## config.mk

```make
export PLATFORM = sky130hd
export DESIGN_NAME = fsc_top
export DESIGN_NICKNAME = d
export VERILOG_FILES = /design/src/fsc_pkg.sv /design/src/fsc_crc.sv /design/src/fsc_top.sv /design/src/fsc_walk.sv
export SDC_FILE = /design/constraint.sdc
export NUM_CORES = 1
export LEC_CHECK = 0
export BUFFER_PORTS_ARGS = -buffer_cell sky130_fd_sc_hd__buf_2
export CORE_ASPECT_RATIO = 0.8
export CORE_MARGIN = 3
export CORE_UTILIZATION = 45
export DETAILED_ROUTE_END_ITERATION = 12
export PLACE_DENSITY = 0.66
export SLEW_MARGIN = 0
export SYNTH_ARGS = -nofsm -noshare
export SYNTH_HDL_FRONTEND = slang
export SYNTH_SLANG_ARGS = --single-unit
```

## constraint.sdc

```tcl
create_clock -name sys_clk -period 6.4 [get_ports sys_clk]
set_input_delay 0.96 -clock sys_clk [delete_from_list [all_inputs] [get_ports sys_clk]]
set_output_delay 0.96 -clock sys_clk [all_outputs]
set_load 0.01 [all_outputs]
```

## src/fsc_pkg.sv

```systemverilog
// Constants shared by the secure range and sector checksum block.
// Assumes a classic Wishbone master and a same-clock flash word port.
//
// What this block does
// Write-only end sector field, bits 31:22, sector 0 to 511.
// Write-only data first sector field, bits 21:11; zero means the library fails.
// All ones in data first sector means no data area; 1 to 511 pick sector.
// Write-only first sector field, bits 10:0, sector 0 to 511.
// Range register reads return zero whatever was written.
// Range writes are taken only after the settings are unlocked.
// Writing the fixed key unlocks settings; the key register reads zero.
// A read-only flag, status bit 2, shows the settings are unlocked.
// Writing one to control bit 31 launches a checksum; the bit self-clears.
// Control bits 23:12 give the number of sectors to cover.
// Control bits 11:0 give the first sector, counted from zero.
// The 32-bit checksum lands in the result register and holds until the next.
package fsc_pkg;

    // ------------------------------------------------------------
    // Register byte offsets
    // ------------------------------------------------------------
    localparam logic [7:0] FSC_OFF_RANGE  = 8'h00;
    localparam logic [7:0] FSC_OFF_UNLOCK = 8'h04;
    localparam logic [7:0] FSC_OFF_CTRL   = 8'h08;
    localparam logic [7:0] FSC_OFF_RESULT = 8'h0C;
    localparam logic [7:0] FSC_OFF_STATUS = 8'h10;

    // ------------------------------------------------------------
    // Field positions
    // ------------------------------------------------------------
    localparam int FSC_END_MSB    = 31;
    localparam int FSC_END_LSB    = 22;
    localparam int FSC_DATA_MSB   = 21;
    localparam int FSC_DATA_LSB   = 11;
    localparam int FSC_FIRST_MSB  = 10;
    localparam int FSC_FIRST_LSB  = 0;
    localparam int FSC_LAUNCH_BIT = 31;
    localparam int FSC_CNT_MSB    = 23;
    localparam int FSC_CNT_LSB    = 12;
    localparam int FSC_CSS_MSB    = 11;
    localparam int FSC_CSS_LSB    = 0;
    localparam int FSC_ST_BUSY    = 0;
    localparam int FSC_ST_BADDATA = 1;
    localparam int FSC_ST_UNLOCK  = 2;

    // ------------------------------------------------------------
    // Values and reset values
    // ------------------------------------------------------------
    localparam logic [31:0] FSC_UNLOCK_KEY   = 32'hA35F6D24;
    localparam logic [10:0] FSC_NO_DATA_AREA = 11'h7FF;
    localparam logic [10:0] FSC_SECTOR_RST   = 11'h000;
    localparam logic [11:0] FSC_CRC_FLD_RST  = 12'h000;
    localparam logic [31:0] FSC_RESULT_RST   = 32'h00000000;
    localparam logic [31:0] FSC_CRC_POLY     = 32'h04C11DB7;
    localparam logic [31:0] FSC_CRC_INIT     = 32'hFFFFFFFF;
    localparam logic [31:0] FSC_CRC_XOR_OUT  = 32'hFFFFFFFF;
    localparam logic [3:0]  FSC_SEL_ALL      = 4'hF;

endpackage

```

## src/fsc_crc.sv

```systemverilog
// Running 32-bit checksum over one data word per cycle.
// Assumes words arrive on the same clock; msb of each word goes first.
`timescale 1ns/100ps
module fsc_crc
(
    input  wire logic        sys_clk,
    input  wire logic        rst,
    input  wire logic        clear,
    input  wire logic        word_valid,
    input  wire logic [31:0] word_data,
    output logic      [31:0] crc
);
    logic [31:0] crc_r;
    logic [31:0] crc_nxt;
    logic [31:0] step;

    always_comb
    begin
        step = crc_r;
        for (int i = 31; i >= 0; i--)
        begin
            if (step[31] ^ word_data[i])
                step = {step[30:0], 1'b0} ^ fsc_pkg::FSC_CRC_POLY;
            else
                step = {step[30:0], 1'b0};
        end
        if (clear)
            crc_nxt = fsc_pkg::FSC_CRC_INIT;
        else if (word_valid)
            crc_nxt = step;
        else
            crc_nxt = crc_r;
    end

    always_ff @(posedge sys_clk)
    begin
        if (rst)
            crc_r <= fsc_pkg::FSC_CRC_INIT;
        else
            crc_r <= crc_nxt;
    end

    assign crc = crc_r;
endmodule

```

## src/fsc_top.sv

```systemverilog
// Secure library range settings, unlock key and sector checksum.
// Assumes a classic Wishbone master on sys_clk and a flash word read
// port on the same clock; range outputs feed the flash controller.
//
// Added by the designer: the register offsets and the Wishbone slave port.
`timescale 1ns/100ps
module fsc_top
#(
    parameter int ADDR_W          = 20,
    parameter int SECT_WORDS_LOG2 = 9
)
(
    input  wire logic              sys_clk,
    input  wire logic              rst,
    // Wishbone classic slave
    input  wire logic              wb_cyc_i,
    input  wire logic              wb_stb_i,
    input  wire logic              wb_we_i,
    input  wire logic [7:0]        wb_adr_i,
    input  wire logic [3:0]        wb_sel_i,
    input  wire logic [31:0]       wb_dat_i,
    output logic      [31:0]       wb_dat_o,
    output logic                   wb_ack_o,
    // Flash word read port
    output logic                   flash_rd_req,
    output logic      [ADDR_W-1:0] flash_rd_addr,
    input  wire logic              flash_rd_valid,
    input  wire logic [31:0]       flash_rd_data,
    // Range settings toward the flash controller
    output logic      [9:0]        protected_end_sector,
    output logic      [10:0]       protected_data_first_sector,
    output logic      [10:0]       protected_first_sector,
    output logic                   protected_has_data_area,
    output logic                   protected_start_fault,
    output logic                   settings_unlocked_flag,
    output logic                   checksum_busy
);
    // ------------------------------------------------------------
    // Bus decode
    // ------------------------------------------------------------
    logic        ack_r;
    logic        ack_nxt;
    logic [31:0] rdat_r;
    logic [31:0] rdat_nxt;

    logic        req;
    logic        wr_full;
    logic        wr_range;
    logic        wr_unlock;
    logic        wr_ctrl;

    // Request is taken on the first cycle; ack answers one cycle later
    assign req     = wb_cyc_i && wb_stb_i && !ack_r;
    // Partial-lane writes are acknowledged but do not change state,
    // since a key or a sector field split over lanes makes no sense
    assign wr_full   = req && wb_we_i && (wb_sel_i == fsc_pkg::FSC_SEL_ALL);
    assign wr_range  = wr_full && (wb_adr_i == fsc_pkg::FSC_OFF_RANGE);
    assign wr_unlock = wr_full && (wb_adr_i == fsc_pkg::FSC_OFF_UNLOCK);
    assign wr_ctrl   = wr_full && (wb_adr_i == fsc_pkg::FSC_OFF_CTRL);

    // ------------------------------------------------------------
    // Unlock flag
    // ------------------------------------------------------------
    // Set by the key and held; reset is the only way back
    logic unlock_r;
    logic unlock_nxt;

    always_comb
    begin
        unlock_nxt = unlock_r;

        // Only the exact key opens the settings; it stays open to reset
        if (wr_unlock && (wb_dat_i == fsc_pkg::FSC_UNLOCK_KEY))
            unlock_nxt = 1'b1;
    end

    // No relock path: a wrong key later cannot close it
    always_ff @(posedge sys_clk)
    begin
        if (rst)
            unlock_r <= 1'b0;
        else
            unlock_r <= unlock_nxt;
    end

    // ------------------------------------------------------------
    // Range settings
    // ------------------------------------------------------------
    // Widths follow the fields; values above 511 are stored as written
    logic [9:0]  end_sec_r;
    logic [9:0]  end_sec_nxt;
    logic [10:0] data_sec_r;
    logic [10:0] data_sec_nxt;
    logic [10:0] first_sec_r;
    logic [10:0] first_sec_nxt;

    always_comb
    begin
        end_sec_nxt   = end_sec_r;
        data_sec_nxt  = data_sec_r;
        first_sec_nxt = first_sec_r;

        // Locked writes are acknowledged and dropped
        if (wr_range && unlock_r)
        begin
            end_sec_nxt   = wb_dat_i[fsc_pkg::FSC_END_MSB:
                                     fsc_pkg::FSC_END_LSB];
            data_sec_nxt  = wb_dat_i[fsc_pkg::FSC_DATA_MSB:
                                     fsc_pkg::FSC_DATA_LSB];
            first_sec_nxt = wb_dat_i[fsc_pkg::FSC_FIRST_MSB:
                                     fsc_pkg::FSC_FIRST_LSB];
        end
    end

    // Zero data field after reset reads as a start fault
    always_ff @(posedge sys_clk)
    begin
        if (rst)
        begin
            end_sec_r   <= 10'h000;
            data_sec_r  <= fsc_pkg::FSC_SECTOR_RST;
            first_sec_r <= fsc_pkg::FSC_SECTOR_RST;
        end
        else
        begin
            end_sec_r   <= end_sec_nxt;
            data_sec_r  <= data_sec_nxt;
            first_sec_r <= first_sec_nxt;
        end
    end

    assign protected_end_sector        = end_sec_r;
    assign protected_data_first_sector = data_sec_r;
    assign protected_first_sector      = first_sec_r;
    // All ones in the data field means no data area at all
    assign protected_has_data_area     =
        (data_sec_r != fsc_pkg::FSC_NO_DATA_AREA);
    // Zero is never a valid data sector, so startup must fail
    assign protected_start_fault       =
        (data_sec_r == fsc_pkg::FSC_SECTOR_RST);
    assign settings_unlocked_flag      = unlock_r;

    // ------------------------------------------------------------
    // Checksum control
    // ------------------------------------------------------------
    logic [11:0] ccount_r;
    logic [11:0] ccount_nxt;
    logic [11:0] cfirst_r;
    logic [11:0] cfirst_nxt;
    logic        launch_r;
    logic        launch_nxt;

    logic        walk_busy;
    logic        walk_done;
    logic        word_valid;
    logic [31:0] word_data;
    logic [31:0] crc;

    always_comb
    begin
        ccount_nxt = ccount_r;
        cfirst_nxt = cfirst_r;

        // Launch bit lives one cycle, then clears itself
        launch_nxt = 1'b0;
        if (wr_ctrl)
        begin
            ccount_nxt = wb_dat_i[fsc_pkg::FSC_CNT_MSB:
                                  fsc_pkg::FSC_CNT_LSB];
            cfirst_nxt = wb_dat_i[fsc_pkg::FSC_CSS_MSB:
                                  fsc_pkg::FSC_CSS_LSB];
            // A launch while a run is active is ignored
            launch_nxt = wb_dat_i[fsc_pkg::FSC_LAUNCH_BIT]
                         && !walk_busy && !launch_r;
        end
    end

    // Fields persist after a run; only a write changes them
    always_ff @(posedge sys_clk)
    begin
        if (rst)
        begin
            ccount_r <= fsc_pkg::FSC_CRC_FLD_RST;
            cfirst_r <= fsc_pkg::FSC_CRC_FLD_RST;
            launch_r <= 1'b0;
        end
        else
        begin
            ccount_r <= ccount_nxt;
            cfirst_r <= cfirst_nxt;
            launch_r <= launch_nxt;
        end
    end

    // ------------------------------------------------------------
    // Checksum engine
    // ------------------------------------------------------------
    // The walker fetches words and the checksum unit folds them in
    fsc_walk
    #(
        .ADDR_W          (ADDR_W),
        .SECT_WORDS_LOG2 (SECT_WORDS_LOG2)
    )
    i_fsc_walk
    (
        .sys_clk      (sys_clk),
        .rst          (rst),
        .go           (launch_r),
        .first_sector (cfirst_r),
        .sector_count (ccount_r),
        .rd_req       (flash_rd_req),
        .rd_addr      (flash_rd_addr),
        .rd_valid     (flash_rd_valid),
        .rd_data      (flash_rd_data),
        .word_valid   (word_valid),
        .word_data    (word_data),
        .done         (walk_done),
        .busy         (walk_busy)
    );

    // Seeded by the launch pulse, on the edge the walker starts
    fsc_crc
    i_fsc_crc
    (
        .sys_clk    (sys_clk),
        .rst        (rst),
        .clear      (launch_r),
        .word_valid (word_valid),
        .word_data  (word_data),
        .crc        (crc)
    );

    // ------------------------------------------------------------
    // Checksum result
    // ------------------------------------------------------------
    // Written only at the end of a run
    logic [31:0] result_r;
    logic [31:0] result_nxt;

    always_comb
    begin
        result_nxt = result_r;

        // Old value stays readable during a run
        if (walk_done)
            result_nxt = crc ^ fsc_pkg::FSC_CRC_XOR_OUT;
    end

    // Reset value equals an empty run's result, so zero is ambiguous
    always_ff @(posedge sys_clk)
    begin
        if (rst)
            result_r <= fsc_pkg::FSC_RESULT_RST;
        else
            result_r <= result_nxt;
    end

    // Busy covers the launch cycle, before the walker moves
    assign checksum_busy = walk_busy || launch_r;

    // ------------------------------------------------------------
    // Bus answer
    // ------------------------------------------------------------
    always_comb
    begin
        ack_nxt  = req;
        rdat_nxt = 32'h00000000;

        if (req && !wb_we_i)
        begin
            // Range, key and control read as zero; unmapped reads zero
            unique case (wb_adr_i)
                fsc_pkg::FSC_OFF_RESULT:
                    rdat_nxt = result_r;
                fsc_pkg::FSC_OFF_STATUS:
                begin
                    rdat_nxt[fsc_pkg::FSC_ST_UNLOCK]  = unlock_r;
                    rdat_nxt[fsc_pkg::FSC_ST_BUSY]    = checksum_busy;
                    rdat_nxt[fsc_pkg::FSC_ST_BADDATA] = protected_start_fault;
                end
                default:
                    rdat_nxt = 32'h00000000;
            endcase
        end
    end

    // Data falls back to zero once the answer cycle is over
    always_ff @(posedge sys_clk)
    begin
        if (rst)
        begin
            ack_r  <= 1'b0;
            rdat_r <= 32'h00000000;
        end
        else
        begin
            ack_r  <= ack_nxt;
            rdat_r <= rdat_nxt;
        end
    end

    // One wait state on every access, reads and writes alike
    assign wb_ack_o = ack_r;
    assign wb_dat_o = rdat_r;
endmodule

```

## src/fsc_walk.sv

```systemverilog
// Walks the flash words of a run of sectors, one read in flight.
// Assumes the flash port answers rd_valid for one cycle per request.
`timescale 1ns/100ps
module fsc_walk
#(
    parameter int ADDR_W      = 20,
    parameter int SECT_WORDS_LOG2 = 9
)
(
    input  wire logic              sys_clk,
    input  wire logic              rst,
    input  wire logic              go,
    input  wire logic [11:0]       first_sector,
    input  wire logic [11:0]       sector_count,
    output logic                   rd_req,
    output logic      [ADDR_W-1:0] rd_addr,
    input  wire logic              rd_valid,
    input  wire logic [31:0]       rd_data,
    output logic                   word_valid,
    output logic      [31:0]       word_data,
    output logic                   done,
    output logic                   busy
);
    localparam int LEN_W = 12 + SECT_WORDS_LOG2;

    typedef enum {FSC_IDLE, FSC_READ, FSC_DONE} fsc_walk_e;

    fsc_walk_e         state_r, state_nxt;
    logic [ADDR_W-1:0] addr_r, addr_nxt;
    logic [LEN_W-1:0]  left_r, left_nxt;

    // ------------------------------------------------------------
    // Sequencer
    // ------------------------------------------------------------
    always_comb
    begin
        state_nxt = state_r;
        addr_nxt  = addr_r;
        left_nxt  = left_r;
        unique case (state_r)
            FSC_IDLE:
            begin
                if (go)
                begin
                    addr_nxt  = ADDR_W'({first_sector,
                                         {SECT_WORDS_LOG2{1'b0}}});
                    left_nxt  = {sector_count, {SECT_WORDS_LOG2{1'b0}}};
                    // A zero count finishes at once with the seed value
                    state_nxt = (sector_count == 12'h000) ? FSC_DONE
                                                          : FSC_READ;
                end
            end
            FSC_READ:
            begin
                if (rd_valid)
                begin
                    addr_nxt = addr_r + ADDR_W'(1);
                    left_nxt = left_r - LEN_W'(1);
                    if (left_r == LEN_W'(1))
                        state_nxt = FSC_DONE;
                end
            end
            FSC_DONE:
                state_nxt = FSC_IDLE;
        endcase
    end

    always_ff @(posedge sys_clk)
    begin
        if (rst)
        begin
            state_r <= FSC_IDLE;
            addr_r  <= '0;
            left_r  <= '0;
        end
        else
        begin
            state_r <= state_nxt;
            addr_r  <= addr_nxt;
            left_r  <= left_nxt;
        end
    end

    assign rd_req     = (state_r == FSC_READ);
    assign rd_addr    = addr_r;
    assign word_valid = (state_r == FSC_READ) && rd_valid;
    assign word_data  = rd_data;
    assign done       = (state_r == FSC_DONE);
    assign busy       = (state_r != FSC_IDLE);
endmodule
```

==> flow_summary.yaml, run 1 <==
yosys:
  yosysMostFrequentCell: "dfxtp_1"
  synth_enable_flop_cells: 0
  yosysWarnings: 0
  synth_seq_area_share_pct: 35.8
  netlist_top_cells_area: "dfxtp_1 (36%), xnor2_1 (12%), xnor3_1 (7.8%)"
  synth-seq-cells: 197
  ys.flop_type: "dfxtp_1"
  ys_types: 52
  synth_top_area_share_pct: 35.8
  synthCells: 1186
  syn_area_per_cell_um2: 9.29
  synthTopCellsByCount: "dfxtp_1 (197), nand2_1 (173), xnor2_1 (147)"
  syn_area_um2: 11000
  synth_fp_nets: 1274
  ys_async_sr_fraction_pct: 0
  synth_top_area_cell: "dfxtp_1"
place:
  io_buffers: 171
  post_dp_cell_area_um2: 12100
  gp_congestion: 0.943
  dp_hpwl_mm: 23.0
floorplan:
  core-area_um2: 23700
  io_pins: 172
  rows: 50
  initial_core_util_pct: 46.4
  die_height_um: 146
  die_x_um: 181
  dieArea_um2: 26400
sta:
  setup_viol: 0
  clock_skew_ns: 0.0194
  fmax_mhz: 221
  period_share_pct: 70.7
  hold_violations: 0
  drv_slew: 0
  slew_headroom_pct: 16.3
  finalSetupTns_ns: 0
  fin_crit_ns: 4.53
  rsz0062_at_grt: "false"
  worst_slew_pin_slew_ns: 1.25
critical_path:
  crit_path_end_kind: "flop"
  r2r-end: "i_fsc_crc.crc[7]$_SDFFE_PP1P_"
  r2r-start: "i_fsc_crc.crc[27]$_SDFFE_PP1P_"
  worstRegToRegCells: 9
  cp-start-kind: "input pin"
  required_ns: 6.73
  worstPathArrival_ns: 4.86
  cp-startpoint: "flash_rd_data[27]"
  critPathMaxFanout: 6
  crit_type: "input pin to flop"
  reg2reg_slack_ns: 2.04
clock_network:
  htreeDepth: 4
  cts_hold_buf: 0
  clock_latency_ns: 0.43
  cts_made_buffers: 17
  clkSinkCount: 197
  clk_path_buf_depth: 2
  cts_tree: "built"
  cts_setup_buffers: 0
  post_cts_resized: 0
  path_clk_slew_ns: 0.08
  root_buffer: "clkbuf_16"
global_routing:
  use_met1_pct: 34.8
  grt.busiest_layer: "met1"
  antenna_found_initial: 1
  grtUsageMet3_pct: 4.22
  grt_pass1_vias: 8194
  overflow: 0
  met2_usage_pct: 31.7
  grt_pass1_wl_mm: 46.8
  grt_usage_pct: 22.2
  grt_max_degree: 86
cells_and_area:
  ff_latch_area_um2: 3940
  nets: 1416
  final_area_um2: 12700
  fin_util_pct: 53.7
  area_growth_pct: 15.6
  n_fill_cell: 2189
  drive_gt1_share_pct: 18.6
  multi_input_area_um2: 6720
power_and_ir_drop:
  vdd_drop_max_v: 0.000510
  power_density_nw_per_um2: 562
  power_leakage_nw: 5.58
route:
  dr_total_vias: 8658
  vias_per_cell: 5.23
  firstDrtPassIters: 5
  wire_per_inst_um: 18.2
  drt_iter0_markers: 735
  drt_wl_total_mm: 30.1
  ant_nets: 0
  drcViolationCount: 0
min_path:
  min_from: "cfirst_r[5]$_SDFFE_PP0P_"
  min_delay_worst_endpoint: "cfirst_r[5]$_SDFFE_PP0P_"
  hold_class: "flop to flop"
  hold_depth: 2
status:
  status: "finished clean"
job:
  maxCapViolations: 0
-- power by group --
| part | internal (mW) | switching [mW] | leakage [nW] |
|---|---|---|---|
| Clock | 0.565 | 0.545 | 0.289 |
| Combinational | 2.34 | 2.48 | 3.70 |
| Sequential | 1.23 | 0.000489 | 1.59 |
| Total | 4.13 | 3.03 | 5.58 |
-- sequential cells by signal, summed over array words and instances, names as in the netlist, 2 cells and up --
| register | flops |
|---|---|
| protected_end_sector | 10 |
| protected_data_first_sector | 11 |
| i_fsc_walk.left_r | 21 |
| ccount_r | 12 |
| i_fsc_walk.state_r | 2 |
| i_fsc_crc.crc | 32 |
| result_r | 32 |
| protected_first_sector | 11 |
| wb_dat_o | 32 |
| cfirst_r | 11 |
| i_fsc_walk.rd_addr | 20 |
-- worst max-delay path: stages --
cell     delay [ns]
buf_2          0.11
xor2_2         0.34
xnor3_1        0.62
xnor2_1        0.58
xnor2_1        0.31
xnor3_1        0.50
xnor2_1        0.56
xnor3_1        0.46
and3_1         0.20
nor3_1         0.22
-- through the flow --
step	worst slack, ns	instances	power (mW)	hold WS (ns)
after floorplan	2.29	1186	5.08	0.427
after global placement	1.51	1621	6.02	0.437
after detailed placement	1.48	1621	5.99	0.444
after CTS	1.89	1653	7.13	0.454
after global routing	1.68	1654	7.54	0.475
final	1.87	1654	7.16	0.451
-- placed cells by master, fill, tap and decap left out, types with 5 or more instances in the layout --
master     Yosys  routed
dfxtp_1      197     197
ha_1           6       5
nor2_1        97      97
a211oi_1      12      12
xnor3_1       38      38
a21oi_1       88      88
clkbuf_16      0      17
o21ai_0       16      16
xnor3_2        8       8
a221oi_1       6       6
o22ai_1        9       9
mux2i_1       43      43
xnor2_4        6       6
xnor2_2       11      11
buf_4          0       8
o211ai_1      18      18
nand3_1       20      20
xor2_1        42      42
nand4_1       10      10
xor2_2         5       5
or3_1          7       7
nand2_1      173     173
buf_2          0     170
xnor2_1      147     147
and3_1        13      13
nor3_1        24      23
inv_1         41      41
nor4_1        12      12
and2_1        31      31
-- logic make-up (layout without fill, tap and decap cells) --
family,count (synthesis),in the layout,synth area share (%)
AOI/OAI and AO/OA,165,165,8.92
DFF,197,197,35.8
buffers and inverters,96,251,3.27
muxes,43,43,3.91
and+or+nand+nor,414,414,17.2
xor gates and xnor gates,265,265,30.2
other,0,1,0
adders and majority gates,6,6,0.682
-- area by class of cell --
cell class | count | area share, %
inverter | 41 | 1.21
tap | 312 | 3.07
clock inverter | 15 | 1.45
timing repair buffer | 178 | 7.16
antenna | 1 | 0.0197
clock buffer | 17 | 3.34
sequential | 197 | 31.0
multi-input combinational | 893 | 52.8
-- metal layers --
metal | share of wire (%) | wire [um]
met5 | 0 | 0
met3 | 5.8 | 1750
met1 | 52 | 15600
met2 | 41 | 12500
met4 | 1.3 | 378
-- how the worst max path moves through the flow --
stage / to / cells past startpoint
2_1_floorplan: i_fsc_crc.crc[12]$_SDFFE_PP1P_ / 9
3_3_place_gp: i_fsc_crc.crc[7]$_SDFFE_PP1P_ / 10
3_5_place_dp: i_fsc_crc.crc[7]$_SDFFE_PP1P_ / 10
4_1_cts: i_fsc_crc.crc[7]$_SDFFE_PP1P_ / 10
5_1_grt: i_fsc_crc.crc[7]$_SDFFE_PP1P_ / 10
6_report: i_fsc_crc.crc[7]$_SDFFE_PP1P_ / 10
Power figures use the tool's default switching activity.
==> inputs of run 2 (changes only) <==
ABC_AREA = 1   (was default)
PLACE_DENSITY = 0.67   (was 0.66)
clock period = 4.1 ns   (was 6.4 ns; I/O delays follow)
==> flow_summary.yaml, run 2 <==
critical_path:
  cp_slowest_cell: "dfxtp_1"
  path_buf_inv: 2
  cp-start-kind: "flop"
  worstPathArrival_ns: 4.07
  crit_type: "flop to flop"
  cpMostUsedCell: "nand2_1"
  required_ns: 4.42
  crit_path_end_kind: "flop"
  slowest_delay_ns: 0.56
  critPathMaxFanout: 8
  critPathTopFamily: "simple AND/OR/NAND/NOR gates"
sta:
  setup_viol: 0
  finalSetupTns_ns: 0
  fmax_mhz: 267
  rsz0062_at_grt: "false"
  clock_skew_ns: 0.0161
  period_share_pct: 91.5
  slew_headroom_pct: 30.6
  hold_violations: 0
  worst_slew_pin_slew_ns: 1.04
  fin_crit_ns: 3.75
  drv_slew: 0
min_path:
  hold_class: "flop to flop"
floorplan:
  die_height_um: 157
  die_x_um: 195
  dieArea_um2: 30500
  initial_core_util_pct: 46.3
  io_pins: 172
  rows: 54
  core-area_um2: 27600
route:
  wire_per_inst_um: 17.3
  drt_iter0_markers: 1384
  drt_wl_total_mm: 43.6
  vias_per_cell: 5.24
  ant_nets: 0
  drcViolationCount: 0
  firstDrtPassIters: 5
  dr_total_vias: 13200
cells_and_area:
  drive_gt1_share_pct: 18.1
  area_growth_pct: 15.0
  final_area_um2: 14700
  final_common_cell: "nand2_1"
  layout_common_cells: "nand2_1 (567), inv_1 (215), dfxtp_1 (197), nand3_1 (180), buf_2 (171)"
  nets: 2224
  n_fill_cell: 2785
place:
  post_dp_cell_area_um2: 14100
  gp_congestion: 0.993
  dp_hpwl_mm: 35.0
  io_buffers: 171
global_routing:
  grt_pass1_vias: 11600
  antenna_found_initial: 1
  grt_max_degree: 80
  grt_usage_pct: 28.2
  overflow: 0
  grt_pass1_wl_mm: 67.4
clock_network:
  cts_made_buffers: 17
  path_clk_slew_ns: 0.09
  clkSinkCount: 197
  clock_latency_ns: 0.45
  clk_path_buf_depth: 2
  cts_tree: "built"
  htreeDepth: 4
  root_buffer: "clkbuf_16"
yosys:
  syn_area_per_cell_um2: 6.47
  synth-seq-cells: 197
  synth_seq_area_share_pct: 30.8
  netlist_top_cells_area: "dfxtp_1 (31%), nand2_1 (17%), nand3_1 (7.0%)"
  syn_area_um2: 12800
  synth_top_area_cell: "dfxtp_1"
  synth_fp_nets: 2066
  synth_top_area_share_pct: 30.8
  yosysWarnings: 0
  synthCells: 1978
  synth_enable_flop_cells: 0
  yosysMostFrequentCell: "nand2_1"
  synthTopCellsByCount: "nand2_1 (567), inv_1 (215), dfxtp_1 (197)"
  ys.flop_type: "dfxtp_1"
  ys_async_sr_fraction_pct: 0
  ys_types: 48
status:
  status: "finished clean"
job:
  maxCapViolations: 0
[run 2: cell families (layout without fill, tap and decap cells)]
logic type | after synthesis | count (layout) | share of synthesized area, %
AND/OR/NAND/NOR | 1090 | 1090 | 39.0
buffers and inverters | 310 | 481 | 9.27
AO/OA/AOI/OAI | 248 | 248 | 11.2
flip-flops | 197 | 197 | 30.8
XOR/XNOR | 127 | 127 | 9.14
adder cells (fa/ha/maj) | 6 | 6 | 0.586
other | 0 | 1 | 0
[run 2: path summary, 6_finish.rpt]
| kind | slack (ns) | from | to | cells after the start |
|---|---|---|---|---|
| worst min-delay path | 0.42 | result_r[15]$_SDFFE_PP0N_ | wb_dat_o[15]$_SDFF_PP0_ | 2 |
| worst max register to register | 0.35 | i_fsc_crc.crc[27]$_SDFFE_PP1P_ | i_fsc_crc.crc[23]$_SDFFE_PP1P_ | 25 |
| worst min register to register | 0.42 | result_r[15]$_SDFFE_PP0N_ | wb_dat_o[15]$_SDFF_PP0_ | 2 |
| worst max-delay path | 0.35 | i_fsc_crc.crc[27]$_SDFFE_PP1P_ | i_fsc_crc.crc[23]$_SDFFE_PP1P_ | 25 |
[run 2: what timing repair did]
action	in CTS	in global routing
resized for setup	0	1
setup endpoints to repair	0	1
hold buffers	0	0
buffers inserted	0	0
[run 2: layer usage]
layer,share of wire [%],global-route usage [%]
met2,39,39.3
met5,0,0
met1,49,43.9
met4,1.1,4.20
met3,10,7.38
[run 2: final cells by class]
class | count | area [um2] | share of cell area, %
repair buffers | 196 | 1060 | 7.17
well taps | 364 | 455 | 3.09
multi-input cells | 1471 | 7700 | 52.3
clock buffers | 17 | 425 | 2.89
inverters | 253 | 952 | 6.47
clock inverters | 15 | 195 | 1.33
diodes | 1 | 2.50 | 0.0170
flip-flops and latches | 197 | 3940 | 26.8
[run 2: per-stage QoR]
step | hold slack, ns | instances | util (%) | worst slack, ns
global placement | 0.412 | 2481 | 51.0 | 0.182
global route | 0.437 | 2513 | 53.3 | 0.00621
finish | 0.425 | 2514 | 53.3 | 0.350
floorplan | 0.405 | 1978 | - | 1.23
CTS | 0.415 | 2513 | 53.3 | 0.414
detailed placement | 0.412 | 2481 | 51.0 | 0.162
[run 2: worst register-to-register path, cell delays in order (launching register included)]
cell	delay (ns)
dfxtp_1	0.56
nand2_1	0.17
nand2_2	0.20
nand2_1	0.10
nand2_1	0.07
nand2_1	0.06
nand2_2	0.11
inv_2	0.03
nand2_1	0.12
nand2_2	0.12
nand2_1	0.08
nand2_1	0.20
nand2_2	0.20
nand2_4	0.11
nand2_1	0.09
nand2_1	0.05
nand2_1	0.05
nand2_1	0.21
inv_2	0.17
nand3_1	0.07
nand2_1	0.21
nand2_1	0.13
nand2_1	0.16
nand2_1	0.07
nand3_1	0.21
nand2_1	0.09
Power of run 2 is not shown: default switching activity piles up to over one toggle a cycle in this logic, so the estimate is an artifact.
==> inputs of run 3 (changes only) <==
PLACE_DENSITY = default   (was 0.67)
clock period = 4.7 ns   (was 4.1 ns; I/O delays follow)
==> flow_summary.yaml, run 3 (synthesized netlist as in run 2, its figures left out) <==
clock_network:
  cts_tree: "built"
  path_clk_slew_ns: 0.09
  cts_made_buffers: 17
  clk_path_buf_depth: 2
  cts_hold_buf: 0
  htreeDepth: 4
  root_buffer: "clkbuf_16"
  post_cts_resized: 0
  clock_latency_ns: 0.45
  clkSinkCount: 197
  cts_setup_buffers: 0
floorplan:
  core-area_um2: 27600
  rows: 54
  initial_core_util_pct: 46.3
  dieArea_um2: 30500
  die_x_um: 195
  die_height_um: 157
  io_pins: 172
place:
  io_buffers: 171
  gp_congestion: 0.935
  dp_hpwl_mm: 34.9
sta:
  hold_violations: 0
  period_share_pct: 80.4
  drv_slew: 0
  rsz0062_at_grt: "false"
  setup_viol: 0
  fmax_mhz: 265
  fin_crit_ns: 3.78
  clock_skew_ns: 0.0172
  worst_slew_pin_slew_ns: 0.985
  slew_headroom_pct: 34.1
  finalSetupTns_ns: 0
global_routing:
  grt_pass1_vias: 11500
  grt_usage_pct: 28.4
  grt_pass1_wl_mm: 67.7
  antenna_found_initial: 0
  grt_max_degree: 65
  overflow: 0
critical_path:
  path_buf_inv: 0
  critPathMaxFanout: 12
  critPathTopFamily: "simple AND/OR/NAND/NOR gates"
  r2r-start: "i_fsc_crc.crc[29]$_SDFFE_PP1P_"
  required_ns: 5.10
  cpMostUsedCell: "nand2_1"
  path_cells: "nand2_1 > nand2_1 > nand2_1 > nand2_2 > nand2_1 > nand3_1 > nand2_2 > nand2_1 > nand2_1 > nand2_1 > nand3_1 > nand2_1 > nand2_1 > nand2_1 > nand2_1 > nand2_1 > nand2_1 > nand2_2 > nand2_1 > nand2_2 > xor2_1 > nand2_1 > nand2_1"
  crit_type: "flop to flop"
  cp_slowest_cell: "dfxtp_1"
  cp-start-kind: "flop"
  worstPathArrival_ns: 4.17
  crit_path_end_kind: "flop"
  slowest_delay_ns: 0.42
  cp-startpoint: "i_fsc_crc.crc[29]$_SDFFE_PP1P_"
route:
  drt_iter0_markers: 1330
  firstDrtPassIters: 6
  drt_wl_total_mm: 43.7
  dr_total_vias: 13100
  vias_per_cell: 5.22
  drcViolationCount: 0
  ant_nets: 0
  wire_per_inst_um: 17.5
status:
  status: "finished clean"
job:
  maxCapViolations: 0
cells_and_area:
  layout_common_cells: "nand2_1 (567), inv_1 (215), dfxtp_1 (197), nand3_1 (180), buf_2 (171)"
  n_antenna_cell: 0
  drive_gt1_share_pct: 17.6
  nets: 2212
  final_common_cell: "nand2_1"
  area_growth_pct: 14.4
min_path:
  hold_class: "flop to flop"
  min_from: "result_r[18]$_SDFFE_PP0N_"
-- run 3: metal layers --
metal	up-vias	track usage, %	part of all wire (%)
li1	6613	-	-
met1	5960	47.2	53
met2	472	38.4	38
met3	19	4.00	7.7
met4	0	4.20	0.69
met5	-	0	0
-- run 3: final cells by class --
type	count	area [um2]
inverters	253	952
repair buffers	184	966
multi-input cells	1471	7690
flip-flops and latches	197	3940
well taps	364	455
clock buffers	17	425
clock inverters	15	220
fillers	2785	13000
-- run 3: path summary, 6_finish.rpt --
kind / cells past startpoint / slack (ns) / endpoint
hold / removal: 2 / 0.41 / wb_dat_o[18]$_SDFF_PP0_
hold reg to reg: 2 / 0.41 / wb_dat_o[18]$_SDFF_PP0_
setup / recovery: 23 / 0.92 / i_fsc_crc.crc[24]$_SDFFE_PP1P_
setup reg to reg: 23 / 0.92 / i_fsc_crc.crc[24]$_SDFFE_PP1P_
-- run 3: worst register-to-register path: cells and delay by family, from the launching register on --
| family | cells | cell delay (ns) |
|---|---|---|
| DFF | 1 | 0.42 |
| and+or+nand+nor | 22 | 3.04 |
| xor gates and xnor gates | 1 | 0.28 |
-- run 3: stage by stage --
step	instances	cell area (um2)	worst slack, ns	hold WS (ns)	utilization (%)
floorplan	1978	12800	1.74	0.405	-
global placement	2469	14000	0.677	0.411	50.7
detailed placement	2469	14000	0.654	0.411	50.7
CTS	2501	14700	1.05	0.402	53.0
global route	2501	14700	0.657	0.436	53.0
finish	2501	14700	0.922	0.412	53.0
Power of run 3 is left out for the same reason.
